**src/pkg/tmr_pkg.sv**
```systemverilog
package tmr_pkg;
  // ----------------------------------------------------------------
  // register indices (byte address is four times the low nibble of the index)
  // ----------------------------------------------------------------
  localparam logic [31:0] TMR_CH0_COUNT_IDX = 32'hFFFFF5C0;
  localparam logic [31:0] TMR_CH1_COUNT_IDX = 32'hFFFFF5C1;
  localparam logic [31:0] TMR_CH0_MODE_IDX = 32'h0FFFF5C6;
  localparam logic [31:0] TMR_CH1_MODE_IDX = 32'h0FFFF5C7;
  localparam logic [31:0] TMR_CH0_CMP_IDX = 32'h0000_0008;
  localparam logic [31:0] TMR_CH1_CMP_IDX = 32'h0000_0009;
  localparam logic [31:0] TMR_CH0_CLKSEL_IDX = 32'h0000_000A;
  localparam logic [31:0] TMR_CH1_CLKSEL_IDX = 32'h0000_000B;
  // the decoder compares the low nibble of the index with paddr[5:2]
  localparam int TMR_IDX_BITS = 4;

  // ----------------------------------------------------------------
  // mode register fields
  // ----------------------------------------------------------------
  localparam int TMR_MODE_RUN_BIT = 7;
  localparam int TMR_MODE_PWM_BIT = 6;
  localparam int TMR_MODE_CASC_BIT = 4;
  localparam int TMR_MODE_SET_BIT = 3;
  localparam int TMR_MODE_CLR_BIT = 2;
  localparam int TMR_MODE_TOG_BIT = 1;
  localparam int TMR_MODE_OE_BIT = 0;

  // ----------------------------------------------------------------
  // reset values and the count maximum
  // ----------------------------------------------------------------
  localparam logic [7:0] TMR_MODE_RST = 8'h00;
  localparam logic [7:0] TMR_COUNT_RST = 8'h00;
  localparam logic [7:0] TMR_CMP_RST = 8'h00;
  localparam logic [2:0] TMR_CLKSEL_RST = 3'h0;
  localparam logic [7:0] TMR_COUNT_MAX = 8'hFF;

  // ----------------------------------------------------------------
  // count clock selection codes
  // ----------------------------------------------------------------
  typedef enum logic [2:0] {
    TMR_SEL_EV_FALL = 3'h0,
    TMR_SEL_EV_RISE = 3'h1,
    TMR_SEL_DIV1 = 3'h2,
    TMR_SEL_DIV2 = 3'h3,
    TMR_SEL_DIV4 = 3'h4,
    TMR_SEL_DIV64 = 3'h5,
    TMR_SEL_DIV256 = 3'h6,
    TMR_SEL_NEIGHBOUR = 3'h7
  } tmr_clksel_t;

  // prescaler taps: low bits all ones marks the divided tick
  localparam int TMR_TAP_DIV2 = 1;
  localparam int TMR_TAP_DIV4 = 2;
  localparam int TMR_TAP_DIV64 = 6;
  localparam int TMR_TAP_DIV256 = 8;
endpackage : tmr_pkg

```
**src/hdl/tmr_top.sv**
```systemverilog
// The implementer's own choice: the APB slave port.
`timescale 1ns/1ps
module tmr_top #(
  parameter int ADDR_W = 12
) (
  input wire logic clk_i,
  input wire logic rst_i,
  input wire logic psel_i,
  input wire logic penable_i,
  input wire logic pwrite_i,
  input wire logic [ADDR_W-1:0] paddr_i,
  input wire logic [31:0] pwdata_i,
  output logic [31:0] prdata_o,
  output logic pready_o,
  output logic pslverr_o,
  input wire logic [1:0] event_input_pin_i,
  input wire logic neighbour_timer_irq_i,
  output logic [1:0] timer_output_pin_o,
  output logic [1:0] match_irq_o
);
  import tmr_pkg::*;

  // ----------------------------------------------------------------
  // apb slave: one wait state, answer from flip-flops
  // ----------------------------------------------------------------
  logic pready_reg;
  logic pslverr_reg;
  logic [31:0] prdata_reg;
  logic [3:0] word_idx;
  logic access;
  logic hit_cnt0, hit_cnt1, hit_mode0, hit_mode1;
  logic hit_cmp0, hit_cmp1, hit_sel0, hit_sel1;
  logic mapped;
  logic wr_fire;
  logic [7:0] rd_byte;

  logic [7:0] mode_reg [2];
  logic [7:0] cmp_reg [2];
  logic [2:0] sel_reg [2];
  logic [7:0] cnt_reg [2];
  logic [1:0] outff_reg;
  logic [1:0] pwm_lvl_reg;
  logic [1:0] pin_reg;
  logic [1:0] irq_reg;
  logic [7:0] presc_reg;
  logic [1:0] ev_prev_reg;
  logic nb_prev_reg;

  assign word_idx = paddr_i[5:2];
  assign access = psel_i && penable_i;
  assign hit_cnt0 = word_idx == TMR_CH0_COUNT_IDX[TMR_IDX_BITS-1:0];
  assign hit_cnt1 = word_idx == TMR_CH1_COUNT_IDX[TMR_IDX_BITS-1:0];
  assign hit_mode0 = word_idx == TMR_CH0_MODE_IDX[TMR_IDX_BITS-1:0];
  assign hit_mode1 = word_idx == TMR_CH1_MODE_IDX[TMR_IDX_BITS-1:0];
  assign hit_cmp0 = word_idx == TMR_CH0_CMP_IDX[TMR_IDX_BITS-1:0];
  assign hit_cmp1 = word_idx == TMR_CH1_CMP_IDX[TMR_IDX_BITS-1:0];
  assign hit_sel0 = word_idx == TMR_CH0_CLKSEL_IDX[TMR_IDX_BITS-1:0];
  assign hit_sel1 = word_idx == TMR_CH1_CLKSEL_IDX[TMR_IDX_BITS-1:0];
  assign mapped = (paddr_i[ADDR_W-1:6] == '0) && (hit_cnt0 || hit_cnt1 || hit_mode0 ||
                  hit_mode1 || hit_cmp0 || hit_cmp1 || hit_sel0 || hit_sel1);
  // writes land only on the completing edge of the access phase
  assign wr_fire = access && pready_reg && pwrite_i && mapped;

  // read mux; counters read live, the upper byte of a cascade included
  // byte wide access
  assign rd_byte = hit_cnt0 ? cnt_reg[0] :
                   hit_cnt1 ? cnt_reg[1] :
                   hit_mode0 ? mode_reg[0] :
                   hit_mode1 ? mode_reg[1] :
                   hit_cmp0 ? cmp_reg[0] :
                   hit_cmp1 ? cmp_reg[1] :
                   hit_sel0 ? {5'h00, sel_reg[0]} :
                   hit_sel1 ? {5'h00, sel_reg[1]} : 8'h00;

  // answer handshake; pready drops straight after each completion
  always_ff @(posedge clk_i) begin
    if (rst_i) begin
      pready_reg <= 1'b0;
      pslverr_reg <= 1'b0;
      prdata_reg <= 32'h0000_0000;
    end else begin
      pready_reg <= access && !pready_reg;
      pslverr_reg <= access && !pready_reg && !mapped;
      prdata_reg <= (access && !pready_reg && !pwrite_i) ? {24'h00_0000, rd_byte} : 32'h0000_0000;
    end
  end

  assign prdata_o = prdata_reg;
  assign pready_o = pready_reg;
  assign pslverr_o = pslverr_reg;

  // ----------------------------------------------------------------
  // shared prescaler and input edge detection
  // ----------------------------------------------------------------
  // one free-running prescaler serves both channels, so a start may
  // lose up to one divided tick; edge registers idle low like the pins
  always_ff @(posedge clk_i) begin
    if (rst_i) begin
      presc_reg <= 8'h00;
      ev_prev_reg <= 2'b00;
      nb_prev_reg <= 1'b0;
    end else begin
      presc_reg <= presc_reg + 8'h01;
      ev_prev_reg <= event_input_pin_i;
      nb_prev_reg <= neighbour_timer_irq_i;
    end
  end

  logic casc;
  logic [15:0] cnt16;
  logic [15:0] cmp16;
  logic match16;
  logic [1:0] tick;
  logic [1:0] step;
  logic [1:0] run_eff;
  logic [1:0] clr_match;
  logic [1:0] irq_ev;

  assign casc = mode_reg[1][TMR_MODE_CASC_BIT];
  assign cnt16 = {cnt_reg[1], cnt_reg[0]};
  assign cmp16 = {cmp_reg[1], cmp_reg[0]};
  assign match16 = cnt16 == cmp16;

  // ----------------------------------------------------------------
  // per-channel counter, compare and output logic
  // ----------------------------------------------------------------
  for (genvar i = 0; i < 2; i++) begin : g_ch
    logic wr_mode, wr_cmp, wr_sel;
    logic pwm, tog_pol, oe, match8, inc, toggle, pin_next;
    logic [7:0] cnt_plus;
    logic [7:0] mode_wdata;

    assign wr_mode = wr_fire && (i == 0 ? hit_mode0 : hit_mode1);
    assign wr_cmp = wr_fire && (i == 0 ? hit_cmp0 : hit_cmp1);
    assign wr_sel = wr_fire && (i == 0 ? hit_sel0 : hit_sel1);
    // the lower channel has no cascade bit; it reads as zero
    assign mode_wdata = (i == 0) ? (pwdata_i[7:0] & ~(8'h01 << TMR_MODE_CASC_BIT)) : pwdata_i[7:0];
    assign pwm = mode_reg[i][TMR_MODE_PWM_BIT] && !casc;
    assign tog_pol = mode_reg[i][TMR_MODE_TOG_BIT];
    assign oe = mode_reg[i][TMR_MODE_OE_BIT];
    assign cnt_plus = cnt_reg[i] + 8'h01;
    assign match8 = cnt_reg[i] == cmp_reg[i];

    always_comb begin
      case (tmr_clksel_t'(sel_reg[i]))
        TMR_SEL_EV_FALL: tick[i] = ev_prev_reg[i] && !event_input_pin_i[i];
        TMR_SEL_EV_RISE: tick[i] = !ev_prev_reg[i] && event_input_pin_i[i];
        TMR_SEL_DIV1: tick[i] = 1'b1;
        TMR_SEL_DIV2: tick[i] = &presc_reg[TMR_TAP_DIV2-1:0];
        TMR_SEL_DIV4: tick[i] = &presc_reg[TMR_TAP_DIV4-1:0];
        TMR_SEL_DIV64: tick[i] = &presc_reg[TMR_TAP_DIV64-1:0];
        TMR_SEL_DIV256: tick[i] = &presc_reg[TMR_TAP_DIV256-1:0];
        default: tick[i] = neighbour_timer_irq_i && !nb_prev_reg;
      endcase
    end

    // lower run bit governs the cascade
    assign run_eff[i] = (i == 1 && casc) ? mode_reg[0][TMR_MODE_RUN_BIT] : mode_reg[i][TMR_MODE_RUN_BIT];
    // upper half steps on lower wrap
    assign step[i] = run_eff[i] && ((i == 1 && casc) ? tick[0] : tick[i]);
    assign inc = (i == 1 && casc) ? (cnt_reg[0] == TMR_COUNT_MAX) : 1'b1;
    assign clr_match[i] = casc ? match16 : (!pwm && match8);
    assign irq_ev[i] = step[i] && (casc ? (i == 0 && match16) : match8);
    assign toggle = step[i] && clr_match[i] && tog_pol && !pwm && (i == 0 || !casc);

    always_ff @(posedge clk_i) begin
      if (rst_i || !run_eff[i]) begin
        cnt_reg[i] <= TMR_COUNT_RST;
      end else if (step[i]) begin
        cnt_reg[i] <= clr_match[i] ? TMR_COUNT_RST : (inc ? cnt_plus : cnt_reg[i]);
      end
    end

    // software registers
    always_ff @(posedge clk_i) begin
      if (rst_i) begin
        mode_reg[i] <= TMR_MODE_RST;
        cmp_reg[i] <= TMR_CMP_RST;
        sel_reg[i] <= TMR_CLKSEL_RST;
      end else begin
        if (wr_mode) mode_reg[i] <= mode_wdata;
        if (wr_cmp) cmp_reg[i] <= pwdata_i[7:0];
        if (wr_sel) sel_reg[i] <= pwdata_i[2:0];
      end
    end

    // software set or clear wins over toggle
    always_ff @(posedge clk_i) begin
      if (rst_i) begin
        outff_reg[i] <= 1'b0;
      end else if (wr_mode && pwdata_i[TMR_MODE_SET_BIT] && !pwdata_i[TMR_MODE_CLR_BIT]) begin
        outff_reg[i] <= 1'b1;
      end else if (wr_mode && pwdata_i[TMR_MODE_CLR_BIT] && !pwdata_i[TMR_MODE_SET_BIT]) begin
        outff_reg[i] <= 1'b0;
      end else if (toggle) begin
        outff_reg[i] <= !outff_reg[i];
      end
    end

    always_ff @(posedge clk_i) begin
      if (rst_i || !run_eff[i] || !pwm) begin
        pwm_lvl_reg[i] <= 1'b0;
      end else if (step[i]) begin
        if (cnt_plus == cmp_reg[i]) pwm_lvl_reg[i] <= 1'b0;
        else if (cnt_reg[i] == TMR_COUNT_MAX) pwm_lvl_reg[i] <= 1'b1;
      end
    end

    // disabled output holds the pin low
    assign pin_next = oe && (pwm ? (pwm_lvl_reg[i] ^ tog_pol) : outff_reg[i]);

    always_ff @(posedge clk_i) begin
      if (rst_i) begin
        pin_reg[i] <= 1'b0;
        irq_reg[i] <= 1'b0;
      end else begin
        pin_reg[i] <= pin_next;
        irq_reg[i] <= irq_ev[i];
      end
    end
  end

  assign timer_output_pin_o = pin_reg;
  assign match_irq_o = irq_reg;
endmodule : tmr_top

```
**config.mk**
```make
export PLATFORM = sky130hd
export DESIGN_NAME = tmr_top
export DESIGN_NICKNAME = d
export VERILOG_FILES = /design/src/pkg/tmr_pkg.sv /design/src/hdl/tmr_top.sv
export SDC_FILE = /design/constraint.sdc
export NUM_CORES = 1
export LEC_CHECK = 0
export CAP_MARGIN = 20
export CORE_ASPECT_RATIO = 1.2
export CORE_UTILIZATION = 35
export DETAILED_ROUTE_END_ITERATION = 7
export DONT_BUFFER_PORTS = 1
export PLACE_DENSITY = 0.49
export SLEW_MARGIN = 20
export SYNTH_ARGS = -nofsm -noshare
export SYNTH_HDL_FRONTEND = slang
export SYNTH_SLANG_ARGS = --single-unit
```
**constraint.sdc**
```tcl
create_clock -name clk_i -period 5.2 [get_ports clk_i]
set_input_delay 0.78 -clock clk_i [delete_from_list [all_inputs] [get_ports clk_i]]
set_output_delay 0.78 -clock clk_i [all_outputs]
set_load 0.05 [all_outputs]
```
==> flow_metrics.py <==
metrics = {
    "timing": {
        "slew_violations": 0,
        "setup_viol": 0,
        "grt_setup_unrepaired": "false",
        "final.setup.tns_ns": 0,
        "finalHoldViolCount": 0,
        "max_freq_mhz": 327,
        "tightestPinTransition_ns": 1.07,
        "min_period_ns": 3.06,
        "fin_crit_sh_pct": 58.9,
        "slew_headroom_pct": 28.0,
        "fin_skew_ns": 0.00659,
        "holdWs_ns": 0.513,
    },
    "logic_synthesis": {
        "synthMuxAreaShare_pct": 3.55,
        "synth-simple-area-share_pct": 23.3,
        "synth-seq-cells": 82,
        "syn_inst": 486,
        "ys_async_sr_fraction_pct": 0,
        "synth-xor-area-share_pct": 8.65,
        "synthDistinctLibCells": 53,
        "synth_ff_type": "edfxtp_1",
        "synth_top_family_by_area": "simple AND/OR/NAND/NOR gates",
        "synth-compound-area-share_pct": 9.92,
        "avgSynthCellArea_um2": 9.58,
        "synth_edf_count": 53,
        "synthAdderAreaFrac_pct": 0.806,
        "ys_seq_area_share_pct": 46.7,
        "ys_warn_count": 0,
        "synth_area_um2": 4660,
    },
    "clock_network": {
        "clkTransAtPathRegs_ns": 0.06,
        "cts.sinks": 82,
        "cts_max_level": 3,
        "cts_max_path_buffers": 2,
        "postCtsSetupBuffers": 0,
        "cts_hold_buf": 0,
        "cts_tree": "built",
        "numCtsBuffers": 9,
        "clock_latency_ns": 0.34,
        "post_cts_resized": 0,
        "cts_root_buffer": "clkbuf_16",
    },
    "power": {
        "p_leak_nw": 1.88,
        "p_comb_share_pct": 7.6,
        "power_density_nw_per_um2": 326,
        "intPower_mw": 1.26,
        "switching_share_pct": 22.9,
        "p_total_mw": 1.64,
        "seq_power_share_pct": 45.2,
        "p_sw_uw": 375,
        "ir_drop_mv": 0.153,
        "clockPowerShare_pct": 47.2,
    },
    "worst_setup_path": {
        "worstPathArrival_ns": 3.02,
        "start_kind": "flop",
        "cp_cell_sequence": "nand4_1 -> nor3_2 -> nand2_1 -> o21ai_0",
        "cp_num_buf_inv": 0,
        "crit_type": "flop to flop",
        "slowest_delay_ns": 0.93,
        "critPathCaptureType": "flop",
        "crit_family": "simple AND/OR/NAND/NOR gates",
        "critical_path.slowest_cell": "o21ai_0",
        "cp_data_required_time_ns": 5.16,
        "worstPathMaxFanout": 11,
    },
    "global_route": {
        "grt_pass1_wl_um": 18900,
        "grt_use_total_pct": 18.6,
        "antenna_found_initial": 0,
        "grt.overflow.total": 0,
        "grt_max_degree": 38,
        "first_global_vias": 3308,
    },
    "outcome": {
        "status": "finished clean",
    },
    "floorplanning": {
        "die_w_um": 107,
        "num_rows": 45,
        "io_pins": 90,
        "die_y_um": 128,
        "dieArea_um2": 13800,
        "start_util_pct": 36.3,
        "fp.coreArea_um2": 12800,
    },
    "drt": {
        "vias": 3437,
        "post-route-drc-count": 0,
        "ant_nets": 0,
        "firstDrtPassIters": 5,
        "routed_via_density": 5.36,
        "routedWlPerCell_um": 18.7,
        "drtIter0Drc": 198,
        "routed_wl_um": 12000,
    },
    "run": {
        "maxCapViolations": 0,
    },
    "final_layout": {
        "layout_commonest_cell": "edfxtp_1",
        "finalInstanceArea_um2": 5030,
        "area_growth_pct": 8.09,
        "final_cells": 641,
        "fillCellCount": 1310,
        "diodes": 0,
        "final_nets": 527,
        "mostFrequentLayoutCells": "53 x edfxtp_1, 48 x nor2_1, 37 x and2_1, 34 x nand2_1, 29 x dfxtp_1",
        "drive_gt1_share_pct": 4.82,
    },
    "place": {
        "place_area_um2": 4670,
        "place_hpwl_um": 8820,
        "place_congestion": 0.876,
        "io_buffers": 0,
        "place_inst": 625,
    },
    "hold_path": {
        "hold_class": "input port to flop",
    },
}
## worst reg2reg max path: stages (launching register included)
cell and delay [ns]:
dfxtp_1 0.66, nand4_1 0.23, nor3_2 0.50, nand2_1 0.36, o21ai_0 0.94
## logic make-up after synthesis
kind of cell,Yosys count
DFF,82
buffers and inverters,61
adders and majority gates,3
muxes,16
xor gates and xnor gates,46
AOI/OAI and AO/OA,71
and+or+nand+nor,206
other,1
## cells in the mapped netlist, types with 5 or more instances
library cell,instances,area share [%]
nor4_1,12,1.6
o22ai_1,8,1.1
xor2_1,26,4.9
a22oi_1,5,0.81
a21oi_1,22,2.4
mux2i_1,12,2.6
clkbuf_1,16,1.3
nor2_1,48,3.9
nand2b_1,9,1.2
nor2b_1,12,1.6
dfxtp_1,29,12
xnor2_1,20,3.8
and2_1,37,5.0
nand3_1,15,1.6
edfxtp_1,53,34
and3_1,5,0.67
nand2_1,34,2.7
o21ai_0,11,1.2
a211oi_1,6,0.97
inv_1,13,1.0
buf_4,25,4.0
nor3_1,13,1.4
## power by group through the flow
stage	registers [mW]	clock network, mW	logic [mW]
2_1_floorplan	0.741	0	0.134
3_3_place_gp	0.754	0	0.122
3_5_place_dp	0.755	0	0.123
4_1_cts	0.741	0.783	0.123
5_1_grt	0.743	0.815	0.136
6_report	0.741	0.774	0.125
## path summary, 6_finish.rpt
| path | depth (start not counted) | start | slack (ns) | end |
|---|---|---|---|---|
| setup reg to reg | 4 | pready_o$_SDFF_PP0_ | 2.14 | cmp_reg[1][2]$_SDFFCE_PN0P_ |
| hold reg to reg | 1 | presc_reg[0]$_SDFF_PP0_ | 0.53 | presc_reg[0]$_SDFF_PP0_ |
| hold / removal | 1 | rst_i | 0.51 | presc_reg[0]$_SDFF_PP0_ |
| setup / recovery | 4 | pready_o$_SDFF_PP0_ | 2.14 | cmp_reg[1][2]$_SDFFCE_PN0P_ |
## area by class of cell
cell class	instances	area, um^2	area share [%]
clock buffer	10	229	4.55
sequential	82	2170	43.2
clock inverter	6	129	2.56
inverter	13	48.8	0.970
multi-input combinational	366	2250	44.7
tap	164	205	4.08
## metal layers
metal	part of all wire [%]	vias up	global-route usage [%]
met5	0	-	0
met4	1.7	0	6.93
met3	7.3	17	3.70
met2	47	158	30.0
met1	44	1627	24.6
li1	-	1635	-
## through the flow
stage	util [%]	setup slack [ns]
after detailed placement	36.4	1.88
final	39.2	2.14
after CTS	39.2	2.09
after floorplan	-	2.35
after global routing	39.2	1.90
after global placement	36.4	1.97
Note: power is estimated with default switching activity, not from simulation.
